==> src/design/sme_pkg.sv <==
/*
  Shared constants and carrier types of the serial memory reader.
  Assumes a single 10 MHz core clock and an 8-bit serial memory.
*/
package sme_pkg;
  // ----------------------------------------------------------------
  // Timing
  // ----------------------------------------------------------------
  localparam int SME_CORE_HZ = 10_000_000; // Core clock rate
  localparam int SME_SCK_HZ = 2_500_000; // Serial clock, 2.5 MHz
  // Half period in core cycles, rounded down, never below one
  localparam int SME_HALF_CYC = (SME_CORE_HZ / (2 * SME_SCK_HZ)) < 1 ?
    1 : (SME_CORE_HZ / (2 * SME_SCK_HZ));
  localparam int SME_FRAME_BITS = 8; // Bits per frame
  localparam logic [3:0] SME_LAST_EDGE = 4'hF; // Sixteenth clock edge

  // ----------------------------------------------------------------
  // Memory instruction codes
  // ----------------------------------------------------------------
  localparam logic [7:0] SME_CMD_READ = 8'h03;
  localparam logic [7:0] SME_CMD_WRITE = 8'h02;
  localparam logic [7:0] SME_MEM_WRITE_ENABLE_CMD = 8'h06;
  localparam logic [7:0] SME_MEM_WRITE_DISABLE_CMD = 8'h04;
  localparam logic [7:0] SME_MEM_STATUS_GET_CMD = 8'h05;
  localparam logic [7:0] SME_MEM_STATUS_PUT_CMD = 8'h01;
  localparam logic [7:0] SME_FILLER = 8'hFF; // Ignored by memory

  // ----------------------------------------------------------------
  // Read sequence defaults
  // ----------------------------------------------------------------
  localparam logic [15:0] SME_START_ADDR = 16'h0000;
  localparam logic [15:0] SME_LAST_ADDR = 16'h0009;
  localparam int SME_READ_COUNT = int'(SME_LAST_ADDR - SME_START_ADDR) + 1;
  localparam logic [7:0] SME_HDR_BYTES = 8'h03; // Command, two address

  // ----------------------------------------------------------------
  // Reset values
  // ----------------------------------------------------------------
  localparam logic SME_TXE_RST = 1'b1; // Transmit hold starts empty
  localparam logic SME_SEL_RST = 1'b1; // Memory deselected

  // ----------------------------------------------------------------
  // Carriers
  // ----------------------------------------------------------------
  typedef struct packed {
    logic master; // 1: drive serial clock, 0: take it from pin
    logic msb_first; // Bit order
    logic cpol; // Idle level of serial clock
    logic cpha; // 1: sample on trailing edge
    logic tx_end_flag_late; // 1: end flag after final bit time, master mode only
    logic [1:0] rate; // Half period = base shifted left by this
  } sme_mode_s;

  typedef struct packed {
    logic tx_empty;
    logic tx_end;
    logic rx_full;
  } sme_flags_s;
endpackage

==> src/design/sme_master_top.sv <==
/*
  Serial master that reads a serial memory: frame engine, holding
  registers, status flags, receive buffer and a read sequencer.
  Assumes software polls the flags and the memory answers per mode.
*/
// Function
// Master drives clock; slave takes pin clock
// Serial clock 2.5 MHz from core clock
// Bit order, polarity, phase, rate selectable
// Separate serial data in and out pins
// Eight-bit frames, shift out and in together
// Transmit write clears transmit-empty flag
// Load shift register, set empty, start
// Frame end stores byte, sets receive-full
// Receive read clears receive-full flag
// Last bit with empty set sets end
// Transmit write clears empty and end
// End flag timing selectable, final bit; late timing works in master mode only
// Separate enables; both off stops transfer
// Host waits on full and empty flags
// Host finishes: read, deselect, clear, disable
// Memory select from general output, not per-frame
// Select low whole read, high after
// Read: instruction, address, then data bytes
// Read instruction byte is 0000 0011
// Write-enable, write-disable, write codes fixed
// Status read and write codes fixed
// Memory outputs bytes, advancing its address
// Example read covers ten bytes from zero
// Filler bytes keep clock running in data
`timescale 1ns/1ps
module sme_master_top
  import sme_pkg::*;
#(
  parameter int BYTE_COUNT = SME_READ_COUNT, // Data bytes per read
  parameter logic [15:0] START_ADDR = SME_START_ADDR,
  parameter int FIFO_DEPTH = 2, // Receive buffer entries
  parameter int FIFO_WIDTH = SME_FRAME_BITS
) (
  input wire logic core_clk_in,
  input wire logic reset_in,
  input wire sme_mode_s mode_in,
  input wire logic tx_enable_bit_in,
  input wire logic rx_enable_bit_in,
  input wire logic [2:0] irq_enable_in,
  input wire logic tx_write_in,
  input wire logic [7:0] tx_data_in,
  input wire logic rx_read_in,
  output logic [FIFO_WIDTH-1:0] rx_data_out,
  input wire logic tx_end_clear_in,
  output sme_flags_s flags_out,
  output logic [2:0] event_req_out,
  input wire logic read_start_in,
  output logic seq_busy_out,
  output logic seq_done_out,
  input wire logic manual_select_in,
  output logic mem_select_gpio_out,
  output logic hw_chip_select_pin_n_out,
  output logic serial_out_pin_out,
  input wire logic serial_in_pin_in,
  output logic serial_clock_pin_out,
  output logic serial_clock_pin_oe_out,
  input wire logic serial_clock_pin_in
);
  // ----------------------------------------------------------------
  // Declarations
  // ----------------------------------------------------------------
  localparam int PW = (FIFO_DEPTH > 1) ? $clog2(FIFO_DEPTH) : 1;
  localparam int CW = $clog2(FIFO_DEPTH + 1);
  localparam logic [7:0] TOTAL = SME_HDR_BYTES + 8'(BYTE_COUNT);

  typedef enum logic [2:0] {
    FR_IDLE = 3'b001, FR_XFER = 3'b010, FR_END = 3'b100
  } sme_frame_e;
  typedef enum logic [2:0] {
    SQ_IDLE = 3'b001, SQ_RUN = 3'b010, SQ_FIN = 3'b100
  } sme_seq_e;

  sme_frame_e fr_st; // Frame engine state
  sme_seq_e sq_st; // Read sequencer state
  logic [7:0] tx_hold_reg0; // Transmit holding register
  logic [7:0] serial_shift_reg; // Bits out, replaced by bits in
  logic tx_empty_flag, tx_end_flag, rx_full_flag;
  logic [5:0] div_cnt; // Half-period divider
  logic [5:0] div_lim; // Half period for the chosen rate
  logic [3:0] edge_cnt; // Clock edge within the frame
  logic sck_q; // Serial clock level driven out
  logic mosi_q; // Serial data level driven out
  logic [2:0] sck_sync, din_sync; // Pin synchronisers
  logic sck_lvl, din_lvl; // Settled pin levels
  logic m_tick, s_edge, tick; // Clock edge enables
  logic sample_edge; // Edge on which input is taken
  logic [2:0] drive_idx; // Next bit to put out
  logic cap_now, cap_late; // Input bit taken now, or half a period late
  logic [3:0] prev_edge; // Edge before the current one
  logic [2:0] cap_idx; // Bit number being taken
  logic [7:0] next_shift_reg; // Shift register with that bit in place
  logic start, frame_done, wr, any_en;
  logic seq_wr, seq_drop;
  logic [7:0] seq_byte, issued, done_cnt;
  logic [FIFO_WIDTH-1:0] fifo_mem [FIFO_DEPTH];
  logic [PW-1:0] wr_ptr, rd_ptr;
  logic [CW-1:0] fifo_cnt;
  logic push, pop, room;

  // Map a bit number to its place in the byte
  function automatic logic [2:0] sme_pos(input logic [2:0] i,
                                         input logic msb);
    return msb ? (3'h7 - i) : i;
  endfunction

  // ----------------------------------------------------------------
  // Clock generation and pin sampling
  // ----------------------------------------------------------------
  // Base half period shifted by the rate field
  assign div_lim = 6'(SME_HALF_CYC << mode_in.rate);

  // Divider runs only during a frame, so each frame starts aligned
  always_ff @(posedge core_clk_in or posedge reset_in) begin
    if (reset_in) begin
      div_cnt <= 6'h00;
    end else if (fr_st == FR_IDLE || m_tick) begin
      div_cnt <= 6'h00;
    end else begin
      div_cnt <= div_cnt + 6'h01;
    end
  end

  assign m_tick = mode_in.master && (fr_st != FR_IDLE) &&
                  (div_cnt == div_lim - 6'h01);

  // Three-stage synchronisers for clock and data pins
  always_ff @(posedge core_clk_in or posedge reset_in) begin
    if (reset_in) begin
      sck_sync <= 3'h0;
      din_sync <= 3'h0;
    end else begin
      sck_sync <= {sck_sync[1:0], serial_clock_pin_in};
      din_sync <= {din_sync[1:0], serial_in_pin_in};
    end
  end

  // A level counts only once second and third stages agree
  always_ff @(posedge core_clk_in or posedge reset_in) begin
    if (reset_in) begin
      sck_lvl <= 1'b0;
      din_lvl <= 1'b0;
    end else begin
      if (sck_sync[1] == sck_sync[2]) begin
        sck_lvl <= sck_sync[2];
      end
      if (din_sync[1] == din_sync[2]) begin
        din_lvl <= din_sync[2];
      end
    end
  end

  assign s_edge = (sck_sync[1] == sck_sync[2]) && (sck_sync[2] != sck_lvl);
  // Slave mode follows the outside clock instead of the divider
  assign tick = mode_in.master ? m_tick :
                (s_edge && fr_st == FR_XFER);

  // ----------------------------------------------------------------
  // Frame engine
  // ----------------------------------------------------------------
  assign any_en = tx_enable_bit_in | rx_enable_bit_in;
  assign wr = (sq_st == SQ_RUN) ? seq_wr : tx_write_in;
  // Full receive buffer stalls the next frame, so nothing is lost
  assign start = (fr_st == FR_IDLE) && !tx_empty_flag && any_en &&
                 (!rx_enable_bit_in || room);
  assign sample_edge = (edge_cnt[0] == mode_in.cpha);
  assign drive_idx = mode_in.cpha ? edge_cnt[3:1] :
                     (edge_cnt[3:1] + 3'h1);
  // Late mode in master waits one more half period after the last edge
  assign frame_done = (fr_st == FR_XFER && tick &&
                       edge_cnt == SME_LAST_EDGE &&
                       !(mode_in.tx_end_flag_late && mode_in.master)) ||
                      (fr_st == FR_END &&
                       (m_tick || !mode_in.master));

  // Frame state and edge count
  always_ff @(posedge core_clk_in or posedge reset_in) begin
    if (reset_in) begin
      fr_st <= FR_IDLE;
      edge_cnt <= 4'h0;
    end else if (!any_en) begin
      fr_st <= FR_IDLE; // Both enables off abort the frame
      edge_cnt <= 4'h0;
    end else begin
      case (fr_st)
        FR_IDLE: begin
          edge_cnt <= 4'h0;
          if (start) begin
            fr_st <= FR_XFER;
          end
        end
        FR_XFER: begin
          if (tick) begin
            edge_cnt <= edge_cnt + 4'h1; // Sixteen edges
            if (edge_cnt == SME_LAST_EDGE) begin
              fr_st <= frame_done ? FR_IDLE : FR_END;
            end
          end
        end
        FR_END: begin
          if (frame_done) begin
            fr_st <= FR_IDLE;
          end
        end
        default: begin
          fr_st <= FR_IDLE;
        end
      endcase
    end
  end

  // Input takes three cycles through the synchroniser, longer than the
  // fastest half period, so the master takes a bit half a period late
  // Limitation: non-late trailing-edge master needs rate above zero
  assign cap_now = fr_st == FR_XFER && tick && sample_edge &&
                   (!mode_in.master || (mode_in.cpha &&
                    !mode_in.tx_end_flag_late && edge_cnt == SME_LAST_EDGE));
  assign cap_late = mode_in.master && m_tick &&
                    ((fr_st == FR_XFER && !sample_edge &&
                      edge_cnt != 4'h0) ||
                     (fr_st == FR_END && mode_in.cpha));
  assign prev_edge = edge_cnt - 4'h1;
  assign cap_idx = cap_now ? edge_cnt[3:1] : prev_edge[3:1];

  // Byte with this cycle's bit in place; also what a frame end pushes
  always_comb begin
    next_shift_reg = serial_shift_reg;
    if (cap_now || cap_late) begin
      next_shift_reg[sme_pos(cap_idx, mode_in.msb_first)] =
        mode_in.master ? din_sync[2] : din_lvl;
    end
  end

  // Shift register: load on start, else take the captured bit
  always_ff @(posedge core_clk_in or posedge reset_in) begin
    if (reset_in) begin
      serial_shift_reg <= 8'h00;
    end else if (start) begin
      serial_shift_reg <= tx_hold_reg0;
    end else begin
      serial_shift_reg <= next_shift_reg;
    end
  end

  // Output bit changes only at start and on the drive edge, away from sampling
  always_ff @(posedge core_clk_in or posedge reset_in) begin
    if (reset_in) begin
      mosi_q <= 1'b0;
    end else if (start) begin
      mosi_q <= tx_enable_bit_in &&
                tx_hold_reg0[sme_pos(3'h0, mode_in.msb_first)];
    end else if (fr_st == FR_XFER && tick && !sample_edge &&
                 edge_cnt != SME_LAST_EDGE) begin
      mosi_q <= tx_enable_bit_in &&
                serial_shift_reg[sme_pos(drive_idx,
                                         mode_in.msb_first)];
    end
  end

  // Serial clock rests at the selected polarity between frames
  always_ff @(posedge core_clk_in or posedge reset_in) begin
    if (reset_in) begin
      sck_q <= 1'b0;
    end else if (fr_st == FR_IDLE) begin
      sck_q <= mode_in.cpol;
    end else if (fr_st == FR_XFER && m_tick) begin
      sck_q <= ~sck_q;
    end
  end

  assign serial_clock_pin_out = sck_q;
  assign serial_clock_pin_oe_out = mode_in.master;
  assign serial_out_pin_out = mosi_q;
  // Pulses per frame, so unfit as the memory select
  assign hw_chip_select_pin_n_out = (fr_st == FR_IDLE);

  // ----------------------------------------------------------------
  // Transmit holding register and flags
  // ----------------------------------------------------------------
  // A write over a full hold replaces the pending byte
  always_ff @(posedge core_clk_in or posedge reset_in) begin
    if (reset_in) begin
      tx_hold_reg0 <= 8'h00;
    end else if (wr) begin
      tx_hold_reg0 <= (sq_st == SQ_RUN) ? seq_byte : tx_data_in;
    end
  end

  // Write wins over load, since the new byte is still pending
  always_ff @(posedge core_clk_in or posedge reset_in) begin
    if (reset_in) begin
      tx_empty_flag <= SME_TXE_RST;
    end else if (wr) begin
      tx_empty_flag <= 1'b0;
    end else if (start) begin
      tx_empty_flag <= 1'b1;
    end
  end

  // End flag: hardware set beats a same-cycle clear
  always_ff @(posedge core_clk_in or posedge reset_in) begin
    if (reset_in) begin
      tx_end_flag <= 1'b0;
    end else if (frame_done && tx_empty_flag) begin
      tx_end_flag <= 1'b1;
    end else if (wr || tx_end_clear_in) begin
      tx_end_flag <= 1'b0;
    end
  end

  // ----------------------------------------------------------------
  // Receive buffer
  // ----------------------------------------------------------------
  assign room = (fifo_cnt != CW'(FIFO_DEPTH));
  assign push = frame_done && rx_enable_bit_in && !seq_drop && room;
  assign pop = rx_read_in && (fifo_cnt != '0);

  // Head entry doubles as the receive holding register
  always_ff @(posedge core_clk_in or posedge reset_in) begin
    if (reset_in) begin
      wr_ptr <= '0;
      rd_ptr <= '0;
      fifo_cnt <= '0;
    end else begin
      if (push) begin
        wr_ptr <= (wr_ptr == PW'(FIFO_DEPTH - 1)) ? '0 : wr_ptr + 1'b1;
      end
      if (pop) begin
        rd_ptr <= (rd_ptr == PW'(FIFO_DEPTH - 1)) ? '0 : rd_ptr + 1'b1;
      end
      if (push && !pop) begin
        fifo_cnt <= fifo_cnt + 1'b1;
      end else if (pop && !push) begin
        fifo_cnt <= fifo_cnt - 1'b1;
      end
    end
  end

  // Storage has no reset; only written entries are ever shown
  always_ff @(posedge core_clk_in) begin
    if (push) begin
      fifo_mem[wr_ptr] <= FIFO_WIDTH'(next_shift_reg);
    end
  end

  assign rx_full_flag = (fifo_cnt != '0);
  assign rx_data_out = (fifo_cnt != '0) ? fifo_mem[rd_ptr] : '0;
  assign flags_out = '{tx_empty: tx_empty_flag, tx_end: tx_end_flag,
                       rx_full: rx_full_flag};
  // Each request has its own enable; no interrupt logic here
  assign event_req_out = {rx_full_flag, tx_end_flag, tx_empty_flag} &
                         irq_enable_in;

  // ----------------------------------------------------------------
  // Read sequencer
  // ----------------------------------------------------------------
  // Header first, then filler that just keeps the clock going
  always_comb begin
    case (issued)
      8'h00: seq_byte = SME_CMD_READ;
      8'h01: seq_byte = START_ADDR[15:8];
      8'h02: seq_byte = START_ADDR[7:0];
      default: seq_byte = SME_FILLER;
    endcase
  end

  assign seq_wr = (sq_st == SQ_RUN) && tx_empty_flag && (issued != TOTAL);
  assign seq_drop = (sq_st == SQ_RUN) && (done_cnt < SME_HDR_BYTES);

  // Sequence state and byte counters
  always_ff @(posedge core_clk_in or posedge reset_in) begin
    if (reset_in) begin
      sq_st <= SQ_IDLE;
      issued <= 8'h00;
      done_cnt <= 8'h00;
    end else begin
      case (sq_st)
        SQ_IDLE: begin
          issued <= 8'h00;
          done_cnt <= 8'h00;
          if (read_start_in) begin
            sq_st <= SQ_RUN;
          end
        end
        SQ_RUN: begin
          if (seq_wr) begin
            issued <= issued + 8'h01;
          end
          if (frame_done) begin
            done_cnt <= done_cnt + 8'h01;
          end
          if (done_cnt == TOTAL && fr_st == FR_IDLE) begin
            sq_st <= SQ_FIN;
          end
        end
        SQ_FIN: begin
          sq_st <= SQ_IDLE;
        end
        default: begin
          sq_st <= SQ_IDLE;
        end
      endcase
    end
  end

  // Select held low for the whole read, high once it is over
  always_ff @(posedge core_clk_in or posedge reset_in) begin
    if (reset_in) begin
      mem_select_gpio_out <= SME_SEL_RST;
      seq_done_out <= 1'b0;
    end else begin
      mem_select_gpio_out <= !((sq_st == SQ_RUN) ||
                               manual_select_in);
      seq_done_out <= (sq_st == SQ_FIN);
    end
  end

  assign seq_busy_out = (sq_st != SQ_IDLE);

  // ----------------------------------------------------------------
  // Checks
  // ----------------------------------------------------------------
  logic [4:0] tick_cnt; // Edges seen in the current frame
  always_ff @(posedge core_clk_in or posedge reset_in) begin
    if (reset_in) begin
      tick_cnt <= 5'h00;
    end else if (start) begin
      tick_cnt <= 5'h00;
    end else if (tick || (fr_st == FR_END && m_tick)) begin
      tick_cnt <= tick_cnt + 5'h01;
    end
  end
endmodule // sme_master_top

==> config.mk <==
export PLATFORM = sky130hd
export DESIGN_NAME = sme_master_top
export DESIGN_NICKNAME = d
export VERILOG_FILES = /design/src/design/sme_pkg.sv /design/src/design/sme_master_top.sv
export SDC_FILE = /design/constraint.sdc
export NUM_CORES = 1
export LEC_CHECK = 0
export ABC_AREA = 1
export ABC_CLOCK_PERIOD_IN_PS = 2300
export BUFFER_PORTS_ARGS = -buffer_cell sky130_fd_sc_hd__buf_2
export CORE_MARGIN = 4
export CORE_UTILIZATION = 55
export CTS_CLUSTER_SIZE = 30
export DETAILED_ROUTE_END_ITERATION = 6
export PLACE_DENSITY = 0.74
export SLEW_MARGIN = 20
export SYNTH_ARGS = -nofsm -noshare
export SYNTH_HDL_FRONTEND = slang
export SYNTH_SLANG_ARGS = --single-unit
export TNS_END_PERCENT = 30
==> constraint.sdc <==
create_clock -name core_clk_in -period 2.3 [get_ports core_clk_in]
set_input_delay 0.46 -clock core_clk_in [delete_from_list [all_inputs] [get_ports core_clk_in]]
set_output_delay 0.46 -clock core_clk_in [all_outputs]
set_load 0.02 [all_outputs]
# Word level (Yosys, flattened, before mapping)
# Memory sizes are Yosys's and may differ from the RTL's.
# Cells that the tools add are included.
# totals
mem_bits_rw,16
ff_bits,66
memories,1
# memory_table
memory,words,width,read_ports,rd_ports_with_merged_regs,write_ports,line,source
fifo_mem,2,8,1,0,1,sme_master_top.sv:101,logic [FIFO_WIDTH-1:0] fifo_mem [FIFO_DEPTH];
# op_classes
bitwise_logic,3
n_addsub,13
n_eq_ne,29
n_mux,52
order_cmp,5
reduce_logical,72
shifts,1
# ops
cell,count
$mux W8,6
$pmux W8 S2,3
$mux W3,13
$logic_and A1 B1 Y1,38
$mux W1,18
$add A8 B1 Y8 const B,2
$reduce_bool A2 Y1,7
$lt A3 B4 Y1 const B,3
$ne A3 B3 Y1 const B,4
$logic_not A1 Y1,10
$logic_or A1 B1 Y1,9
$pmux W3 S3,1
$bwmux W8,1
$eq A8 B1 Y1 const B,1
$eq A8 B2 Y1 const B,1
$eq A8 B4 Y1 const B,1
$logic_not A8 Y1,1
$lt A8 B2 Y1 const B,1
$mux W4,2
$ne A2 B2 Y1 const B,4
$ne A8 B4 Y1 const B,1
$pmux W4 S2,1
$reduce_and A2 Y1,4
$add A6 B1 Y6 const B,1
other kinds (32),42

# Longest topological paths before layout
# logic_depth
word_depth,18
mapped_depth,17

# Worst setup path after synthesis
# Ideal clock, no wire load.
# synth_timing
path_type,in2reg
start,input mode_in[6] (netlist name)
end,memory fifo_mem[1][0] (netlist name) (enable)
path_stages,13
t_arrival_ns,1.813
path_slack_ns,0.113
setup_time_ns,0.374
cell_sequence,buf_6 > nand2_2 > clkinv_1 > nand3_2 > nor2_4 > nand2_4 > nand2_4 > nand2_2 > nor2_2 > nand3_2 > nand2_2 > nand2_1 > nor2_1
# synth_between
elab_chain_cells,12
# synth_rtl
element,line,source
from (decl),sme_master_top.sv:42,"input wire sme_mode_s mode_in,"
$logic_and A1 B1 Y1 (2 in series),sme_master_top.sv:129,assign m_tick = mode_in.master && (fr_st != FR_IDLE) &&
$mux W1,sme_master_top.sv:160,assign tick = mode_in.master ? m_tick :
$logic_and A1 B1 Y1 (2 in series),sme_master_top.sv:175,assign frame_done = (fr_st == FR_XFER && tick &&
$logic_and A1 B1 Y1,sme_master_top.sv:176,edge_cnt == SME_LAST_EDGE &&
$logic_or A1 B1 Y1 (*),sme_master_top.sv:177,!(mode_in.tx_end_flag_late && mode_in.master)) ||
$logic_and A1 B1 Y1 (*) (3 in series),sme_master_top.sv:320,assign push = frame_done && rx_enable_bit_in && !seq_drop && room;
$mux W1 (*),sme_master_top.sv:346,if (push) begin
$mux W1 (implied by the code) (*),sme_master_top.sv:347,fifo_mem[wr_ptr] <= FIFO_WIDTH'(next_shift_reg);
to (decl),sme_master_top.sv:101,
# Mark *: on every way between the ends. The rest lies on a longest branch, timed or not.

# Worst setup path after layout
# layout_timing
start,register div_cnt[4]
end,register fifo_cnt[1]
# layout_between
elab_chain_cells,13
# layout_rtl
element,line,source
from (decl),sme_master_top.sv:84,logic [5:0] div_cnt;
from (signal assigned),sme_master_top.sv:125,div_cnt <= div_cnt + 6'h01;
$eq A6 B6 Y1 (*),sme_master_top.sv:130,(div_cnt == div_lim - 6'h01);
$logic_and A1 B1 Y1 (*),sme_master_top.sv:129,
$mux W1,sme_master_top.sv:160,
$logic_and A1 B1 Y1 (2 in series),sme_master_top.sv:175,
$logic_and A1 B1 Y1,sme_master_top.sv:176,
$logic_or A1 B1 Y1 (*),sme_master_top.sv:177,
$logic_and A1 B1 Y1 (*) (3 in series),sme_master_top.sv:320,
net push,sme_master_top.sv:104,"logic push, pop, room;"
$logic_not A1 Y1,sme_master_top.sv:338,end else if (pop && !push) begin
$logic_and A1 B1 Y1,sme_master_top.sv:338,
$reduce_bool A2 Y1 (no source line),-,
to (signal assigned),sme_master_top.sv:337,fifo_cnt <= fifo_cnt + 1'b1;
to (signal assigned),sme_master_top.sv:339,fifo_cnt <= fifo_cnt - 1'b1;
to (decl),sme_master_top.sv:103,logic [CW-1:0] fifo_cnt;
# The timed path passes the listed nets; every way through them passes the cells marked *.
# A chain may end at the register's enable or synchronous reset.

==> impl_summary.txt <==
----------------------------------------------------
[Clock network]
  Clock transition at the registers of the reported paths ... roughly 0.10 ns
  Clk Tree Root Cell ... sky130_fd_sc_hd__clkbuf_8
  CTS tree ... yes
  Hold-fix buffers at CTS ... 0
  Clock network latency to the later pin of the worst-skew pair ... 0.35 ns
  TritonCTS sink count ... 82
  Clock tree buffer depth ... 2
  Number of levels in the clock H-tree ... 3
  Total clock buffers created by CTS ... 9

[GRT]
  Via count of the first global-routing pass ... between 3000 and 4000
  First-pass GRT wire length ... ~17 mm
  Total global routing track utilization ... a little over a fifth
  Sum of overflow across all layers after global routing ... 0
  Maximum number of pins on one net before global-route repair ... 67
  Antenna violations before repair ... 0

[Timing]
  Worst-case headroom to the max-slew limit ... around two thirds
  Total negative setup slack ... 0 ns
  Final critical path time including I/O delays and setup ... ~2.2 ns
  Setup violators final ... 0
  Worst slew pin tran ... between 0.5 and 0.6 ns
  FMAX ... between 400 and 500 MHz
  Final critical-path share of the clock period ... roughly 95%
  Number of hold violations in the final report ... 0
  Unrepaired setup endpoints after global routing ... true
  Largest clock skew in the final design ... 0.0156 ns
  Slack of the critical path ... 0.106 ns
  Total count of max-transition violations in the final report ... 0

[Logic synthesis]
  Number of nets produced by synthesis ... 586
  Warnings, synthesis ... 0
  Count of mapped cells out of synthesis ... roughly 540
  Number of synthesized register bits ... 82
  Mapped Avg Cell Area ... approximately 8.5 um2
  Count of unique library cells instantiated by Yosys ... 48
  Sequential fraction of the synthesis area ... about 46%
  Area of the mapped netlist ... approximately 0.0046 mm2

[Detailed routing]
  DRC ... 0
  Starting DRT DRC Count ... ~170
  Vias per cell ... about 5.4
  Drt pass-1 iters ... 5
  Total Wirelength ... 10.1 mm
  WL per Instance ... 14.0 um
  Routed vias ... between 3000 and 4000
  Post-route antenna net violation count ... 0

[Floorplanning]
  Initial Util ... between 50 and 60%
  Die extent in x ... between 90 and 100 um
  Placeable core area ... slightly above 0.008 mm2
  Area of the die ... about 0.0099 mm2
  Io pins ... 50
  Die extent in y ... 99.5 um
  Site row count ... 33

[Setup path]
  Worst-path cell chain ... nor2_2 -> nand3_2 -> nor2_4 -> nand2_4 -> nand2_4 -> nand2_2 -> nor2_4 -> nand3_2 -> nand2_2 -> nand2_1 -> inv_1 -> ha_1 -> a21oi_1 -> o21ai_1 -> xor2_1
  Required arrival time at the worst endpoint ... around 2.5 ns
  Critical-path maximum fanout ... 3
  Critical Path AT ... 2.43 ns
  Capturing element type of the critical path ... flip-flop
  Sum of buffers and inverters on the critical path ... 1
  CP peak stage delay ... between 0.4 and 0.5 ns
  Critical-path cell with the highest stage delay ... sky130_fd_sc_hd__dfrtp_1
  Type of origin of the critical path ... flip-flop
  Kind of critical path ... reg2reg
  Cell family contributing the most delay on the critical path ... simple AND/OR/NAND/NOR gates

[Final layout]
  Layout overhead on the synthesized area ... 15.4%
  Largest register by flop count ... fifo_mem
  Antenna diode instance count ... 0
  Final layout net count ... 654
  Share of post-route cells with drive strength above 1 ... a little under a quarter
  Max FFs per register ... 16

[Hold path]
  Type of the tightest min-delay check ... in2async

[Placement]
  Weighted congestion reported at the end of routability-driven placement ... between 0.9 and 1
  Detail Placement HPWL ... between 7 and 8 mm
  Port Buf Inserts ... ~50
  Minimum setup slack after placement ... -0.0894 ns

[Run]
  Max-cap viol count ... 0

[Pwr]
  Total net switching power ... 2.45 mW
  Leakage power of the design ... 2.61 nW
  Switching part of the total ... a little over two fifths
  Seq pwr share ... ~37%
  Pint ... between 3 and 4 mW
  Comb pwr share ... 43.7%
  Share of total power in the clock network ... 19.1%
  Largest vdd supply drop ... ~0.57 mV
  Pwr dens ... 1070 mW/mm2

[Status]
  Status ... completed

----------------------------------------------------
## synth_stat cells, drive strengths merged
cell / instances / area share (%)
o21bai: 7 / 1.2
edfxtp: 16 / 10
ha: 13 / 3.5
nand3: 54 / 6.7
maj3: 1 / 0.22
nor4: 1 / 0.14
a31oi: 6 / 0.81
clkinv: 4 / 0.33
o21a: 2 / 0.33
clkbuf: 4 / 0.33
nor3b: 2 / 0.33
and2: 2 / 0.27
nor3: 12 / 1.5
xor2: 15 / 2.9
o22ai: 1 / 0.14
dfstp: 4 / 2.3
o31ai: 4 / 1.1
dfrtp: 62 / 34
o22a: 2 / 0.38
a21boi: 1 / 0.16
nor2: 47 / 4.4
o21ai: 27 / 2.9
and3: 1 / 0.14
or4: 1 / 0.16
buf: 8 / 1.2
a21oi: 23 / 2.8
mux2i: 1 / 0.22
nand4: 10 / 1.7
inv: 75 / 6.1
o211a: 1 / 0.22
o211ai: 4 / 0.65
nand2: 129 / 12
nand3b: 1 / 0.16
xnor2: 3 / 0.57
## timing repair
item,CTS,global route
setup endpoints to repair,0,25
resized for setup,0,12
setup buffers,0,5
## power by group through the flow
stage                     Clock [mW]  Combinational (mW)  Sequential [mW]
after CTS                       1.11                2.44             2.11
final                           1.09                2.48             2.11
after global placement             0                2.35             2.13
after detailed placement           0                2.42             2.14
after floorplan                    0                1.77             2.08
after global routing            1.19                2.77             2.16
## cell type report
type,instances,area (um2)
multi-input cells,371,2140
well taps,105,131
clock inverters,7,85.1
flip-flops and latches,82,2140
fillers,687,2860
clock buffers,9,124
inverters,79,297
repair buffers,69,408
## per-stage QoR
stage	instances	utilization (%)	area, um2	hold WS [ns]	total power, mW
after floorplan	544	-	4610	0.331	3.85
after detailed placement	701	61.6	5040	0.341	4.57
after global placement	701	61.6	5040	0.334	4.48
final	722	65.1	5320	0.161	5.68
after CTS	717	64.2	5250	0.172	5.66
after global routing	722	65.1	5320	0.180	6.12
## worst paths after layout
| check | endpoint | slack (ns) | depth (start not counted) | startpoint |
|---|---|---|---|---|
| worst min register to register | din_sync[1] | 0.36 | 0 | din_sync[0] |
| worst min-delay path | div_cnt[4] | 0.16 | 3 | reset_in |
| min in group core_clk_in | mem_select_gpio_out | 0.21 | 2 | manual_select_in |
| max in group asynchronous | sq_st[0] | 1.81 | 3 | reset_in |
| worst max-delay path | fifo_cnt[1] | 0.11 | 15 | div_cnt[4] |
| worst max register to register | fifo_cnt[1] | 0.11 | 15 | div_cnt[4] |
## worst register-to-register path: stages (launching register included)
cell and delay (ns):
sky130_fd_sc_hd__dfrtp_1 0.42, sky130_fd_sc_hd__nor2_2 0.15, sky130_fd_sc_hd__nand3_2 0.10, sky130_fd_sc_hd__nor2_4 0.13, sky130_fd_sc_hd__nand2_4 0.09, sky130_fd_sc_hd__nand2_4 0.09
sky130_fd_sc_hd__nand2_2 0.08, sky130_fd_sc_hd__nor2_4 0.11, sky130_fd_sc_hd__nand3_2 0.09, sky130_fd_sc_hd__nand2_2 0.09, sky130_fd_sc_hd__nand2_1 0.07, sky130_fd_sc_hd__inv_1 0.07
sky130_fd_sc_hd__ha_1 0.25, sky130_fd_sc_hd__a21oi_1 0.11, sky130_fd_sc_hd__o21ai_1 0.09, sky130_fd_sc_hd__xor2_1 0.15
## logic make-up after synthesis
group	after synthesis	synth area share, %
AOI/OAI and AO/OA	78	10.8
xor gates and xnor gates	18	3.42
adders and majority gates	14	3.75
buffers and inverters	91	7.98
DFF	82	46.4
muxes	1	0.217
and+or+nand+nor	260	27.5
## per-layer routing
layer  GRT usage [%]  share of wire [%]  wire (um)  vias to the layer above
met5               0                  0          0                        -
met4            6.20                1.4        142                        0
met3            3.72                4.2        426                       15
met2            36.1                 51       5110                       95
met1            28.0                 44       4430                     1862
li1                -                  -          -                     1915
## layout by cell type, fill, tap and decap left out, types with 3 or more instances in the layout
cell type,instances
sky130_fd_sc_hd__a21oi_1,21
sky130_fd_sc_hd__a31oi_1,6
sky130_fd_sc_hd__buf_2,49
sky130_fd_sc_hd__buf_4,19
sky130_fd_sc_hd__clkbuf_8,9
sky130_fd_sc_hd__clkinv_1,4
sky130_fd_sc_hd__dfrtp_1,60
sky130_fd_sc_hd__dfstp_2,4
sky130_fd_sc_hd__edfxtp_1,16
sky130_fd_sc_hd__ha_1,12
sky130_fd_sc_hd__inv_1,67
sky130_fd_sc_hd__inv_2,8
sky130_fd_sc_hd__inv_6,3
sky130_fd_sc_hd__nand2_1,112
sky130_fd_sc_hd__nand2_2,11
sky130_fd_sc_hd__nand2_4,6
sky130_fd_sc_hd__nand3_1,48
sky130_fd_sc_hd__nand3_2,5
sky130_fd_sc_hd__nand4_1,9
sky130_fd_sc_hd__nor2_1,39
sky130_fd_sc_hd__nor2_2,3
sky130_fd_sc_hd__nor2_4,5
sky130_fd_sc_hd__nor3_1,11
sky130_fd_sc_hd__o211ai_1,4
sky130_fd_sc_hd__o21ai_0,26
sky130_fd_sc_hd__o21bai_1,6
sky130_fd_sc_hd__o31ai_2,4
sky130_fd_sc_hd__xnor2_1,3
sky130_fd_sc_hd__xor2_1,15
(Power assumes the default switching activity.)
